**src/fdm_map.svh**
```systemverilog
// Register offsets, field positions, reset values and timing counts of the damper monitor
`ifndef FDM_MAP_SVH
`define FDM_MAP_SVH

// Register word indices on the plain register port
`define FDM_REG_CTRL        4'h0
`define FDM_REG_CMD         4'h1
`define FDM_REG_STATUS      4'h2
`define FDM_REG_ALARM       4'h3
`define FDM_REG_DFAULT      4'h4

// Control register fields
`define FDM_CTRL_MAP_LSB    0
`define FDM_CTRL_DELAY_BIT  2
`define FDM_CTRL_OFFS_BIT   3
`define FDM_CTRL_NET_BIT    4
`define FDM_CTRL_BAUD_BIT   5
`define FDM_CTRL_ADDR_LSB   8
`define FDM_CTRL_RST        32'h0000_0000
`define FDM_ADDR_MAX        8'hf7

// Command register fields
`define FDM_CMD_RESET_BIT   0
`define FDM_CMD_TEST_BIT    1
`define FDM_CMD_EXTAB_BIT   2
`define FDM_CMD_EXTCD_BIT   3
`define FDM_CMD_NIGHT_BIT   4

// Detector to damper mapping modes
`define FDM_MAP_SEPARATE    2'h0
`define FDM_MAP_AB          2'h1
`define FDM_MAP_CD          2'h2
`define FDM_MAP_ALL         2'h3

// Time base and blink pattern figures
`define FDM_CLK_HZ          125000000
`define FDM_TICK_MS         100
`define FDM_TICK_CYCLES     (`FDM_CLK_HZ / 1000 * `FDM_TICK_MS)
`define FDM_LONG_MS         2000
`define FDM_SHORT_MS        500
`define FDM_LONG_TICKS      (`FDM_LONG_MS / `FDM_TICK_MS)
`define FDM_SHORT_TICKS     (`FDM_SHORT_MS / `FDM_TICK_MS)

// Test schedule figures
`define FDM_INTERVAL_H      48
`define FDM_OFFSET_H        12
`define FDM_DELAY_MIN       5
`define FDM_INTERVAL_TICKS  (`FDM_INTERVAL_H * 3600 * (1000 / `FDM_TICK_MS))
`define FDM_OFFSET_TICKS    (`FDM_OFFSET_H * 3600 * (1000 / `FDM_TICK_MS))
`define FDM_DELAY_TICKS     (`FDM_DELAY_MIN * 60 * (1000 / `FDM_TICK_MS))
`define FDM_MOTION_TICKS    600
`define FDM_LAMP_TICKS      30

`endif

```
**src/fdm_pkg.sv**
```systemverilog
// Types shared by the damper monitor files
package fdm_pkg;

  typedef enum logic [2:0] {
    ST_CHECK, ST_IDLE, ST_DELAY, ST_AB_CLOSE, ST_AB_OPEN, ST_CD_CLOSE, ST_CD_OPEN
  } fdm_state_t;

  typedef struct packed {
    logic [7:0] alarm;
    logic [7:0] loop_open;
    logic [7:0] loop_short;
    logic [7:0] dirty;
  } fdm_det_t;

  typedef struct packed {
    logic [7:0] opened;
    logic [7:0] closed;
    logic [7:0] absent;
    logic [7:0] overload;
  } fdm_dmp_t;

  typedef struct packed {
    logic ext_ab;
    logic ext_cd;
    logic ext_test;
    logic night;
    logic power_fail;
    logic reset_btn;
    logic sys_fault;
  } fdm_pins_t;

  typedef struct packed {
    logic       operation;
    logic       vent;
    logic       night;
    logic       test;
    logic       outside_alarm_indicator;
    logic [7:0] pos;
    logic [7:0] fault;
    logic [7:0] det_fault;
    logic [7:0] det_alarm;
    logic [7:0] det_service;
  } fdm_leds_t;

  typedef struct packed {
    logic main_alarm;
    logic service;
    logic vent;
  } fdm_relay_t;

endpackage

```
**src/fdm_blink.sv**
```systemverilog
// Time base and blink pattern generator for the damper monitor indicators
`timescale 1ns/1ns
`include "fdm_map.svh"
module fdm_blink #(
  parameter int TICK_CYCLES = `FDM_TICK_CYCLES
) (
  input  wire logic ref_clk,
  input  wire logic sys_rst,
  input  wire logic clk_en,
  output logic      tick,
  output logic      pat_long,
  output logic      pat_short,
  output logic      pat_fast
);
  localparam logic [4:0] LONG_T  = 5'(`FDM_LONG_TICKS);
  localparam logic [4:0] SHORT_T = 5'(`FDM_SHORT_TICKS);
  localparam logic [4:0] PERIOD  = 5'(`FDM_LONG_TICKS + `FDM_SHORT_TICKS);

  logic [23:0] cnt_reg;
  logic [4:0]  phase_reg;
  logic        fast_reg;
  logic        wrap;

  // One tick per tenth of a second; every pattern is a whole number of ticks
  assign wrap      = (cnt_reg == 24'(TICK_CYCLES - 1));
  assign tick      = clk_en & wrap;
  assign pat_long  = (phase_reg < LONG_T);
  assign pat_short = (phase_reg < SHORT_T);
  assign pat_fast  = fast_reg;

  // Prescaler, slow phase and fast toggle
  always_ff @(posedge ref_clk) begin
    if (sys_rst) begin
      cnt_reg   <= 24'h000000;
      phase_reg <= 5'h00;
      fast_reg  <= 1'b1;
    end else if (clk_en) begin
      cnt_reg <= wrap ? 24'h000000 : cnt_reg + 24'h000001;
      if (wrap) begin
        phase_reg <= (phase_reg == PERIOD - 5'h01) ? 5'h00 : phase_reg + 5'h01;
        fast_reg  <= ~fast_reg;
      end
    end
  end
endmodule // fdm_blink

```
**src/fdm_top.sv**
```systemverilog
// Fire damper monitor: alarm mapping, test scheduler, relays, indicators, registers
`timescale 1ns/1ns
`include "fdm_map.svh"
// What this block does
// - Run an automatic damper test every 48 hours from power-up or reset.
// - Every test exercises groups A and B first, then C and D.
// - Mapping switch joins detector groups: separate, A+B, C+D, or all together.
// - A shorted or open detector loop closes every connected damper.
// - Two outside alarm inputs force alarm for A+B and for C+D.
// - Main alarm relay on loop, detector, damper, outside, power, system, link faults.
// - Service relay on any dirty detector.
// - Operation lamp steady, 2/0.5 networked, 0.1/0.1 link fault, off on power loss.
// - Test lamp steady for internal tests, 2/0.5 for externally started tests.
// - Position lamp steady open, 2/0.5 closed, 0.1/0.1 middle, off motor missing.
// - Fault lamp steady no-open, 2/0.5 no-close, 0.1 neither, 0.5/2 both sensed.
// - Position lamp off: pair flashes 0.1 on overload, 2/0.5 on motor failure.
// - Loop fault lamp steady for open loop, 0.1/0.1 for shorted loop.
// - Per loop alarm lamp lit once a detector there triggers, until reset.
// - Outside alarm lamp follows outside alarms; night lamp follows night input standalone, night command networked.
// - Reset clears alarms, self-checks, lights lamps, pulses relays, tests A+B then C+D.
// - Outside test input clears only outside alarms, and only when standalone.
// - Night input (night command when networked) closes dampers without alarm and holds the ventilation relay.
// - Ventilation relay on during tests and alarm operation, not for damper faults.
// - Delay switch postpones the damper part of each test by five minutes.
// - Offset switch: test at start, again 12 hours later, then every 48 hours.
// - Link runs 9600 or 19200 baud, 8 bits even parity, station 0 to 247.
module fdm_top #(
  parameter int TICK_CYCLES    = `FDM_TICK_CYCLES,
  parameter int INTERVAL_TICKS = `FDM_INTERVAL_TICKS,
  parameter int OFFSET_TICKS   = `FDM_OFFSET_TICKS,
  parameter int DELAY_TICKS    = `FDM_DELAY_TICKS,
  parameter int MOTION_TICKS   = `FDM_MOTION_TICKS,
  parameter int LAMP_TICKS     = `FDM_LAMP_TICKS
) (
  input  wire logic              ref_clk,
  input  wire logic              sys_rst,
  input  wire logic              clk_en,
  input  wire logic [3:0]        reg_addr,
  input  wire logic [31:0]       reg_wdata,
  input  wire logic              reg_wr,
  input  wire logic              reg_rd,
  output logic      [31:0]       reg_rdata,
  input  wire fdm_pkg::fdm_det_t  det_in,
  input  wire fdm_pkg::fdm_dmp_t  dmp_in,
  input  wire fdm_pkg::fdm_pins_t pins_in,
  input  wire logic              link_fault,
  output fdm_pkg::fdm_leds_t     leds,
  output fdm_pkg::fdm_relay_t    relays,
  output logic      [7:0]        dmp_close,
  output logic      [7:0]        link_addr,
  output logic                   link_baud_19200
);
  // Synchronisers: stage one feeds stage two only
  fdm_pkg::fdm_det_t  det_s1, det_s;
  fdm_pkg::fdm_dmp_t  dmp_s1, dmp_s;
  fdm_pkg::fdm_pins_t pin_s1, pin_s;
  logic               test_prev_reg, btn_prev_reg;

  always_ff @(posedge ref_clk) begin
    if (sys_rst) begin
      det_s1        <= '0;
      det_s         <= '0;
      dmp_s1        <= '0;
      dmp_s         <= '0;
      pin_s1        <= '0;
      pin_s         <= '0;
      test_prev_reg <= 1'b0;
      btn_prev_reg  <= 1'b0;
    end else if (clk_en) begin
      det_s1        <= det_in;
      det_s         <= det_s1;
      dmp_s1        <= dmp_in;
      dmp_s         <= dmp_s1;
      pin_s1        <= pins_in;
      pin_s         <= pin_s1;
      test_prev_reg <= pin_s.ext_test;
      btn_prev_reg  <= pin_s.reset_btn;
    end
  end

  // Time base and blink patterns
  logic tick, pat_long, pat_short, pat_fast;

  fdm_blink #(.TICK_CYCLES(TICK_CYCLES)) u_blink (
    .ref_clk   (ref_clk),
    .sys_rst   (sys_rst),
    .clk_en    (clk_en),
    .tick      (tick),
    .pat_long  (pat_long),
    .pat_short (pat_short),
    .pat_fast  (pat_fast)
  );

  // Register decode
  logic [31:0] ctrl_reg, ctrl_next;
  logic [2:0]  cmd_lvl_reg;
  logic        wr_ctrl, wr_cmd, networked, delay_sw, offset_sw;
  logic [1:0]  map_mode;
  logic [7:0]  new_addr;

  assign wr_ctrl   = reg_wr & (reg_addr == `FDM_REG_CTRL);
  assign wr_cmd    = reg_wr & (reg_addr == `FDM_REG_CMD);
  assign map_mode  = ctrl_reg[`FDM_CTRL_MAP_LSB +: 2];
  assign delay_sw  = ctrl_reg[`FDM_CTRL_DELAY_BIT];
  assign offset_sw = ctrl_reg[`FDM_CTRL_OFFS_BIT];
  assign networked = ctrl_reg[`FDM_CTRL_NET_BIT];
  assign new_addr  = reg_wdata[`FDM_CTRL_ADDR_LSB +: 8];
  // An out-of-range station keeps the old one
  assign ctrl_next = (new_addr > `FDM_ADDR_MAX)
                   ? {ctrl_reg[31:16], ctrl_reg[15:8], 2'h0, reg_wdata[5:0]}
                   : {16'h0000, new_addr, 2'h0, reg_wdata[5:0]};

  always_ff @(posedge ref_clk) begin
    if (sys_rst) begin
      ctrl_reg    <= `FDM_CTRL_RST;
      cmd_lvl_reg <= 3'h0;
    end else if (clk_en) begin
      if (wr_ctrl) ctrl_reg <= ctrl_next;
      if (wr_cmd) cmd_lvl_reg <= reg_wdata[`FDM_CMD_NIGHT_BIT:`FDM_CMD_EXTAB_BIT];
    end
  end

  // Commands and derived pin levels
  logic remote_reset, remote_test, ext_rise, restart, clr_all, ext_clr;
  logic ext_ab, ext_cd, night;

  assign remote_reset = wr_cmd & reg_wdata[`FDM_CMD_RESET_BIT] & networked;
  assign remote_test  = wr_cmd & reg_wdata[`FDM_CMD_TEST_BIT];
  assign ext_rise     = pin_s.ext_test & ~test_prev_reg;
  assign restart      = (pin_s.reset_btn & ~btn_prev_reg) | remote_reset;
  assign clr_all      = restart;
  assign ext_clr      = ext_rise & ~networked;
  assign ext_ab       = pin_s.ext_ab | (networked & cmd_lvl_reg[0]);
  assign ext_cd       = pin_s.ext_cd | (networked & cmd_lvl_reg[1]);
  assign night        = networked ? cmd_lvl_reg[2] : pin_s.night;

  // Latched alarm conditions; a cause present in the clear cycle wins
  logic [7:0] det_alm_l, open_l, short_l, dirty_l;
  logic       ext_ab_l, ext_cd_l, pwr_l, sys_l, link_l;

  always_ff @(posedge ref_clk) begin
    if (sys_rst) begin
      det_alm_l <= 8'h00;
      open_l    <= 8'h00;
      short_l   <= 8'h00;
      dirty_l   <= 8'h00;
      ext_ab_l  <= 1'b0;
      ext_cd_l  <= 1'b0;
      pwr_l     <= 1'b0;
      sys_l     <= 1'b0;
      link_l    <= 1'b0;
    end else if (clk_en) begin
      det_alm_l <= (det_alm_l & ~{8{clr_all}}) | det_s.alarm;
      open_l    <= (open_l & ~{8{clr_all}}) | det_s.loop_open;
      short_l   <= (short_l & ~{8{clr_all}}) | det_s.loop_short;
      dirty_l   <= (dirty_l & ~{8{clr_all}}) | det_s.dirty;
      ext_ab_l  <= (ext_ab_l & ~(clr_all | ext_clr)) | ext_ab;
      ext_cd_l  <= (ext_cd_l & ~(clr_all | ext_clr)) | ext_cd;
      pwr_l     <= (pwr_l & ~clr_all) | pin_s.power_fail;
      sys_l     <= (sys_l & ~clr_all) | pin_s.sys_fault;
      link_l    <= (link_l & ~clr_all) | (networked & link_fault);
    end
  end

  // Detector groups mapped onto damper groups
  logic [3:0] grp_det, grp_map, grp_alarm;
  logic       loop_any, all_force;

  assign grp_det   = {|det_alm_l[7:6], |det_alm_l[5:4], |det_alm_l[3:2], |det_alm_l[1:0]};
  assign grp_map   = (map_mode == `FDM_MAP_SEPARATE) ? grp_det
                   : (map_mode == `FDM_MAP_AB) ? {grp_det[3:2], {2{|grp_det[1:0]}}}
                   : (map_mode == `FDM_MAP_CD) ? {{2{|grp_det[3:2]}}, grp_det[1:0]}
                   : {4{|grp_det}};
  assign loop_any  = |(open_l | short_l);
  assign all_force = loop_any | link_l;
  assign grp_alarm = grp_map | {4{all_force}} | {{2{ext_cd_l}}, {2{ext_ab_l}}};

  // Test sequencer
  fdm_pkg::fdm_state_t state_reg, state_next;
  logic [11:0] phase_reg;
  logic [11:0] phase_lim;
  logic        phase_done, test_req, test_start, test_ext_reg, test_active, lamp;
  logic [3:0]  test_close;

  assign phase_lim  = (state_reg == fdm_pkg::ST_CHECK) ? 12'(LAMP_TICKS)
                    : (state_reg == fdm_pkg::ST_DELAY) ? 12'(DELAY_TICKS)
                    : 12'(MOTION_TICKS);
  assign phase_done = tick & (phase_reg == phase_lim - 12'h001);
  assign lamp       = (state_reg == fdm_pkg::ST_CHECK);
  assign test_active = ~lamp & (state_reg != fdm_pkg::ST_IDLE);
  // Groups A and B are exercised before C and D
  assign test_close = {{2{state_reg == fdm_pkg::ST_CD_CLOSE}},
                       {2{state_reg == fdm_pkg::ST_AB_CLOSE}}};

  always_comb begin
    state_next = state_reg;
    unique case (state_reg)
      fdm_pkg::ST_CHECK:    if (phase_done) begin
        state_next = delay_sw ? fdm_pkg::ST_DELAY : fdm_pkg::ST_AB_CLOSE;
      end
      fdm_pkg::ST_IDLE:     if (test_req) begin
        state_next = delay_sw ? fdm_pkg::ST_DELAY : fdm_pkg::ST_AB_CLOSE;
      end
      fdm_pkg::ST_DELAY:    if (phase_done) state_next = fdm_pkg::ST_AB_CLOSE;
      fdm_pkg::ST_AB_CLOSE: if (phase_done) state_next = fdm_pkg::ST_AB_OPEN;
      fdm_pkg::ST_AB_OPEN:  if (phase_done) state_next = fdm_pkg::ST_CD_CLOSE;
      fdm_pkg::ST_CD_CLOSE: if (phase_done) state_next = fdm_pkg::ST_CD_OPEN;
      fdm_pkg::ST_CD_OPEN:  if (phase_done) state_next = fdm_pkg::ST_IDLE;
    endcase
    if (restart) state_next = fdm_pkg::ST_CHECK;
  end

  // State, phase timer, and origin of the running test
  always_ff @(posedge ref_clk) begin
    if (sys_rst) begin
      state_reg    <= fdm_pkg::ST_CHECK;
      phase_reg    <= 12'h000;
      test_ext_reg <= 1'b0;
    end else if (clk_en) begin
      state_reg <= state_next;
      if (state_next != state_reg) phase_reg <= 12'h000;
      else if (tick) phase_reg <= phase_reg + 12'h001;
      if (lamp) test_ext_reg <= 1'b0;
      else if (test_start) test_ext_reg <= ext_rise;
    end
  end

  // Scheduler counts from the end of each reset check
  logic [20:0] sched_reg, sched_lim;
  logic        first_reg, due_reg, sched_hit;

  assign sched_lim  = (first_reg & offset_sw) ? 21'(OFFSET_TICKS) : 21'(INTERVAL_TICKS);
  assign sched_hit  = tick & (sched_reg == sched_lim - 21'h000001);
  assign test_req   = due_reg | ext_rise | remote_test;
  assign test_start = (state_reg == fdm_pkg::ST_IDLE) & test_req & ~restart;

  always_ff @(posedge ref_clk) begin
    if (sys_rst) begin
      sched_reg <= 21'h000000;
      first_reg <= 1'b1;
      due_reg   <= 1'b0;
    end else if (clk_en) begin
      if (lamp) begin
        sched_reg <= 21'h000000;
        first_reg <= 1'b1;
        due_reg   <= 1'b0;
      end else begin
        sched_reg <= sched_hit ? 21'h000000 : sched_reg + {20'h00000, tick};
        if (sched_hit) first_reg <= 1'b0;
        due_reg <= sched_hit | (due_reg & ~test_start);
      end
    end
  end

  // Per damper command, motion supervision and indicators
  logic [7:0] close_cmd, fo_l, fc_l, both_l, pos_led, fault_led;

  genvar d;
  generate
    for (d = 0; d < 8; d++) begin : g_dmp
      localparam int G = d / 2;
      localparam int P = d ^ 1;
      logic [11:0] age_reg;
      logic        prev_reg, at_open, at_closed, check, pos_on, ov_pair;

      // Night closes dampers without any alarm; tests close their own group
      assign close_cmd[d] = grp_alarm[G] | night | test_close[G];
      assign at_open      = dmp_s.opened[d] & ~dmp_s.closed[d];
      assign at_closed    = dmp_s.closed[d] & ~dmp_s.opened[d];
      assign check        = tick & (age_reg == 12'(MOTION_TICKS) - 12'h001) & ~dmp_s.absent[d];
      assign pos_on       = ~dmp_s.absent[d] & ~dmp_s.overload[d];
      assign ov_pair      = dmp_s.overload[d] | dmp_s.overload[P];
      assign pos_led[d]   = ~pos_on ? 1'b0 : at_open ? 1'b1
                          : at_closed ? pat_long : pat_fast;
      // Overload flashes both lamps of the pair, so it outranks local causes
      assign fault_led[d] = ov_pair ? pat_fast
                          : ~pos_on ? (dmp_s.absent[d] ? pat_long : 1'b0)
                          : both_l[d] ? pat_short
                          : (fo_l[d] & fc_l[d]) ? pat_fast
                          : fo_l[d] ? 1'b1 : fc_l[d] ? pat_long : 1'b0;

      // Travel timer restarts on each change of command
      always_ff @(posedge ref_clk) begin
        if (sys_rst) begin
          age_reg  <= 12'h000;
          prev_reg <= 1'b0;
          fo_l[d]  <= 1'b0;
          fc_l[d]  <= 1'b0;
          both_l[d] <= 1'b0;
        end else if (clk_en) begin
          prev_reg <= close_cmd[d];
          if (prev_reg != close_cmd[d]) age_reg <= 12'h000;
          else if (tick & (age_reg != 12'(MOTION_TICKS))) age_reg <= age_reg + 12'h001;
          fo_l[d]   <= (fo_l[d] & ~clr_all) | (check & ~close_cmd[d] & ~at_open);
          fc_l[d]   <= (fc_l[d] & ~clr_all) | (check & close_cmd[d] & ~at_closed);
          both_l[d] <= (both_l[d] & ~clr_all) | (dmp_s.opened[d] & dmp_s.closed[d]);
        end
      end
    end
  endgenerate

  // Alarm summaries; damper faults stay off the ventilation path
  logic dmp_fault_any, main_src, alarm_op;
  logic [7:0] det_fault_led;

  assign dmp_fault_any = |(fo_l | fc_l | both_l);
  assign main_src      = loop_any | (|det_alm_l) | dmp_fault_any | ext_ab_l | ext_cd_l
                       | pwr_l | sys_l | link_l;
  assign alarm_op      = |grp_alarm;
  assign det_fault_led = open_l | (short_l & {8{pat_fast}});

  // Registered relays, damper drives and lamps; reset check lights everything
  always_ff @(posedge ref_clk) begin
    if (sys_rst) begin
      relays    <= '0;
      dmp_close <= 8'h00;
      leds      <= '0;
    end else if (clk_en) begin
      relays.main_alarm <= lamp | main_src;
      relays.service    <= lamp | (|dirty_l);
      relays.vent       <= lamp | test_active | alarm_op | night;
      dmp_close         <= lamp ? 8'h00 : close_cmd;
      if (lamp) begin
        leds <= '1;
      end else begin
        leds.operation <= pin_s.power_fail ? 1'b0 : link_l ? pat_fast
                        : networked ? pat_long : 1'b1;
        leds.vent      <= test_active | alarm_op | night;
        leds.night     <= night;
        leds.test      <= test_active & (test_ext_reg ? pat_long : 1'b1);
        leds.outside_alarm_indicator <= ext_ab_l | ext_cd_l;
        leds.pos       <= pos_led;
        leds.fault     <= fault_led;
        leds.det_fault <= det_fault_led;
        leds.det_alarm <= det_alm_l;
        leds.det_service <= dirty_l;
      end
    end
  end

  // Read selection; data stand only in the cycle after the strobe
  logic [31:0] rd_word;

  assign rd_word = (reg_addr == `FDM_REG_CTRL) ? ctrl_reg
                 : (reg_addr == `FDM_REG_CMD) ? {27'h0000000, cmd_lvl_reg, 2'h0}
                 : (reg_addr == `FDM_REG_STATUS)
                   ? {22'h000000, alarm_op, night, first_reg, test_ext_reg,
                      3'(state_reg), relays}
                 : (reg_addr == `FDM_REG_ALARM)
                   ? {(fo_l | fc_l | both_l), dirty_l, (open_l | short_l), det_alm_l}
                 : (reg_addr == `FDM_REG_DFAULT)
                   ? {4'h0, ext_ab_l, ext_cd_l, pwr_l, sys_l | link_l, both_l, fc_l, fo_l}
                 : 32'h00000000;

  always_ff @(posedge ref_clk) begin
    if (sys_rst) begin
      reg_rdata <= 32'h00000000;
    end else if (clk_en) begin
      reg_rdata <= reg_rd ? rd_word : 32'h00000000;
    end
  end

  // Link settings for the serial front end, fixed 8 bits even parity
  assign link_addr       = ctrl_reg[`FDM_CTRL_ADDR_LSB +: 8];
  assign link_baud_19200 = ctrl_reg[`FDM_CTRL_BAUD_BIT];
endmodule // fdm_top

```
**config.mk**
```make
export PLATFORM = sky130hd
export DESIGN_NAME = fdm_top
export DESIGN_NICKNAME = d
export VERILOG_FILES = /design/src/fdm_pkg.sv /design/src/fdm_blink.sv /design/src/fdm_top.sv
export VERILOG_INCLUDE_DIRS = /design/src /design/src/src
export SDC_FILE = /design/constraint.sdc
export NUM_CORES = 1
export LEC_CHECK = 0
export BUFFER_PORTS_ARGS = -buffer_cell sky130_fd_sc_hd__buf_2
export CAP_MARGIN = 10
export CORE_ASPECT_RATIO = 0.8
export CORE_MARGIN = 1.5
export CORE_UTILIZATION = 52
export CTS_CLUSTER_SIZE = 40
export DETAILED_ROUTE_END_ITERATION = 12
export PLACE_DENSITY = 0.7
export SYNTH_ARGS = -nofsm -noshare
export SYNTH_HDL_FRONTEND = slang
export SYNTH_HIERARCHICAL = 1
export SYNTH_SLANG_ARGS = --single-unit
```
**constraint.sdc**
```tcl
create_clock -name ref_clk -period 3.85 [get_ports ref_clk]
set_clock_uncertainty 0.05 [all_clocks]
set_input_delay 0.385 -clock ref_clk [delete_from_list [all_inputs] [get_ports ref_clk]]
set_output_delay 0.385 -clock ref_clk [all_outputs]
set_load 0.05 [all_outputs]
```
==> flow_summary.json <==
{
  "status": "finished, final reports clean",
  "start_util_pct": 52.8,
  "crit_path_start_kind": "register",
  "num_vias": 19080,
  "pwr_density_cell_mw_per_mm2": 438,
  "gp_congestion": 0.947,
  "post_cts_buffers": 0,
  "max_freq_mhz": 299,
  "dpl_worst_slack_ns": 0.540,
  "core_mm2": 0.0407,
  "synth_top_cell_by_area": "dfxtp_1",
  "period_minus_slack_ns": 3.34,
  "fin_setup_tns_ns": 0,
  "first_pass_iters": 8,
  "netSwitchingFraction_pct": 25.3,
  "seqPwrFrac_pct": 47.5,
  "relSlewSlack_pct": 21.3,
  "arrival_ns": 3.73,
  "largest_reg_flops": 96,
  "power_frac_clock_pct": 43.1,
  "drcViolationCount": 0,
  "die_x_um": 230,
  "grt_usage_pct": 27.4,
  "clk_pin_slew_ns": 0.06,
  "rows": 66,
  "p_int_mw": 8.10,
  "yosysTopAreaCellShare_pct": 44.2,
  "critical-path-max-stage-delay_ns": 0.75,
  "cts_buffers": 48,
  "nets": 2760,
  "critical_path_class": "register to register",
  "layout-drive-gt1-share_pct": 13.2,
  "min_path_type": "input pin to register",
  "cap_violations": 0,
  "leakage_nw": 9.43,
  "synth_warnings": 6,
  "ioPinCount": 210,
  "cts_tree": "built",
  "synth_cells": 2472,
  "synth-seq-cells": 475,
  "grt_pass1_vias": 17419,
  "syn2layout_area_growth_pct": 15.1,
  "hpwl_um": 41500,
  "ant_nets": 0,
  "clock-root-buffer": "clkbuf_16",
  "clk_latency_ns": 0.58,
  "antenna_found_initial": 3,
  "switchingPower_mw": 2.74,
  "die_area_mm2": 0.0426,
  "final-max-slew-violation-count": 0,
  "path_cells": "ha_1 > and4_2 > nand3_1 > nor2_1 > buf_4 > o211ai_1 > a2111oi_0 > a2111oi_4 > buf_4 > nor2_1 > nor3_1",
  "period_share_pct": 86.8,
  "fillers": 3523,
  "setup.worst_path.end_class": "register",
  "synth_nets": 2607,
  "htreeDepth": 2,
  "critical_path_required_ns": 4.23,
  "hold_violations": 0,
  "power_frac_comb_pct": 9.4,
  "clock-sinks": 475,
  "ys_seq_area_share_pct": 44.2,
  "rsz0062_at_grt": "false",
  "netlist-cell-type-count": 86,
  "clk_path_buf_depth": 3,
  "grt_pass1_wl_um": 94100,
  "path_max_fanout": 18,
  "fin_ws_ns": 0.507,
  "dieHeight_um": 185,
  "routed_wl_um": 60200,
  "cp_num_buf_inv": 2,
  "synth_area_mm2": 0.0215,
  "routedWlPerCell_um": 18.8,
  "synthFlopType": "dfxtp_1",
  "crit_path_top_delay_cell": "a2111oi_0",
  "synth.avg_cell_area_um2": 8.70,
  "grt_max_degree": 205,
  "synthTopCellsByArea": "dfxtp_1, mux2i_1, nor2_1, a21oi_1, nand2_1",
  "irDropWorstVdd_mv": 0.317,
  "port_buffers": 191,
  "crit_family": "compound AO/OA/AOI/OAI gates",
  "setup_viol": 0,
  "drt_iter0_drc": 1780,
  "tightest_slew_ns": 1.18,
  "synth_edf_count": 0,
  "grt-ovfl-total": 0,
  "async_flop_share_pct": 0,
  "via_per_inst": 5.95
}
[power by group through the flow]
stage / combinational (mW) / sequential (mW) / clock, mW
after floorplan: 0.586 / 5.34 / 0
after global placement: 0.959 / 5.25 / 0
after detailed placement: 0.981 / 5.25 / 0
after CTS: 1.01 / 5.14 / 4.75
after global routing: 1.10 / 5.16 / 4.96
final: 1.02 / 5.15 / 4.68
[worst register-to-register path: stages, from the launching register on]
cell	delay [ns]
dfxtp_1	0.38
ha_1	0.23
and4_2	0.30
nand3_1	0.27
nor2_1	0.20
buf_4	0.26
o211ai_1	0.17
a2111oi_0	0.75
a2111oi_4	0.15
buf_4	0.23
nor2_1	0.15
nor3_1	0.08
[cell usage after synthesis, drive strengths merged (32+ instances only)]
library cell,number
a211oi,44
a21oi,166
a22oi,58
and3,32
buf,43
clkbuf,116
dfxtp,475
inv,45
mux2i,184
nand2,144
nand3,91
nand4,47
nor2,446
nor3,45
o21ai,65
xor2,32
[logic make-up after synthesis]
group           count (synthesis)  synth area share (%)
mux                           191                  8.99
xor+xnor                       60                  2.48
buf+inv                       204                  3.87
flops                         475                  44.2
compound gates                502                  15.6
fa+ha+maj                      22                  1.28
simple gates                 1018                  23.6
[final cells by class]
| class | instances | area, um2 | area share [%] |
|---|---|---|---|
| antenna | 2 | 5.00 | 0.0202 |
| clock buffer | 73 | 1410 | 5.67 |
| clock inverter | 12 | 168 | 0.677 |
| inverter | 45 | 169 | 0.682 |
| multi-input combinational | 1793 | 11200 | 45.2 |
| sequential | 475 | 9510 | 38.4 |
| tap | 544 | 681 | 2.75 |
| timing repair buffer | 262 | 1640 | 6.62 |
[metal layers]
| layer | wire (um) | GRT usage [%] | up-vias |
|---|---|---|---|
| li1 | - | - | 9221 |
| met1 | 28100 | 39.5 | 9140 |
| met2 | 26400 | 42.2 | 610 |
| met3 | 4050 | 4.22 | 109 |
| met4 | 1610 | 7.95 | 0 |
| met5 | 0 | 0 | - |
[path summary, 6_finish.rpt]
path	from	end	slack [ns]	cells after the start
hold reg to reg	reg_rdata[31]	reg_rdata[31]	0.40	2
setup / recovery	u_blink/cnt_reg[0]	phase_reg[10]	0.51	11
setup reg to reg	u_blink/cnt_reg[0]	phase_reg[10]	0.51	11
hold / removal	det_in[4]	det_s1[4]	0.008	3
[repair_timing]
action	4_1_cts	5_1_grt
setup endpoints to repair	0	0
hold endpoints to repair	36	1
gates resized for setup	0	0
hold buffers	36	1
[stage by stage]
step                power, mW  cell area (um2)  hold slack (ns)  util (%)  std cells
floorplan                5.92            21500            0.396         -       2472
global placement         6.21            22800            0.387      56.0       3082
detailed placement       6.23            22800            0.394      56.0       3082
CTS                      10.9            24700         0.000438      60.8       3203
global route             11.2            24800           0.0114      60.8       3206
finish                   10.8            24800          0.00812      60.8       3206
[cell usage in the layout, fill, tap and decap left out, drive strengths merged, types with 11 or more instances in the layout]
cell	instances
a21o	12
nand3b	28
inv	47
a32oi	28
mux2i	184
o211ai	15
a21oi	166
dfxtp	475
nor4	24
nor2	446
xnor2	28
ha	22
buf	225
and2	13
or3	28
and4	11
a22oi	58
o31ai	28
clkbuf	73
nand4	47
a311oi	21
nor3	45
nand2	144
nand3	91
dlygate4sd3	37
xor2	32
o21ai	65
a211oi	44
or4	22
and3	32
nand2b	31
nor3b	13
Note: power is estimated with default switching activity, not from simulation.
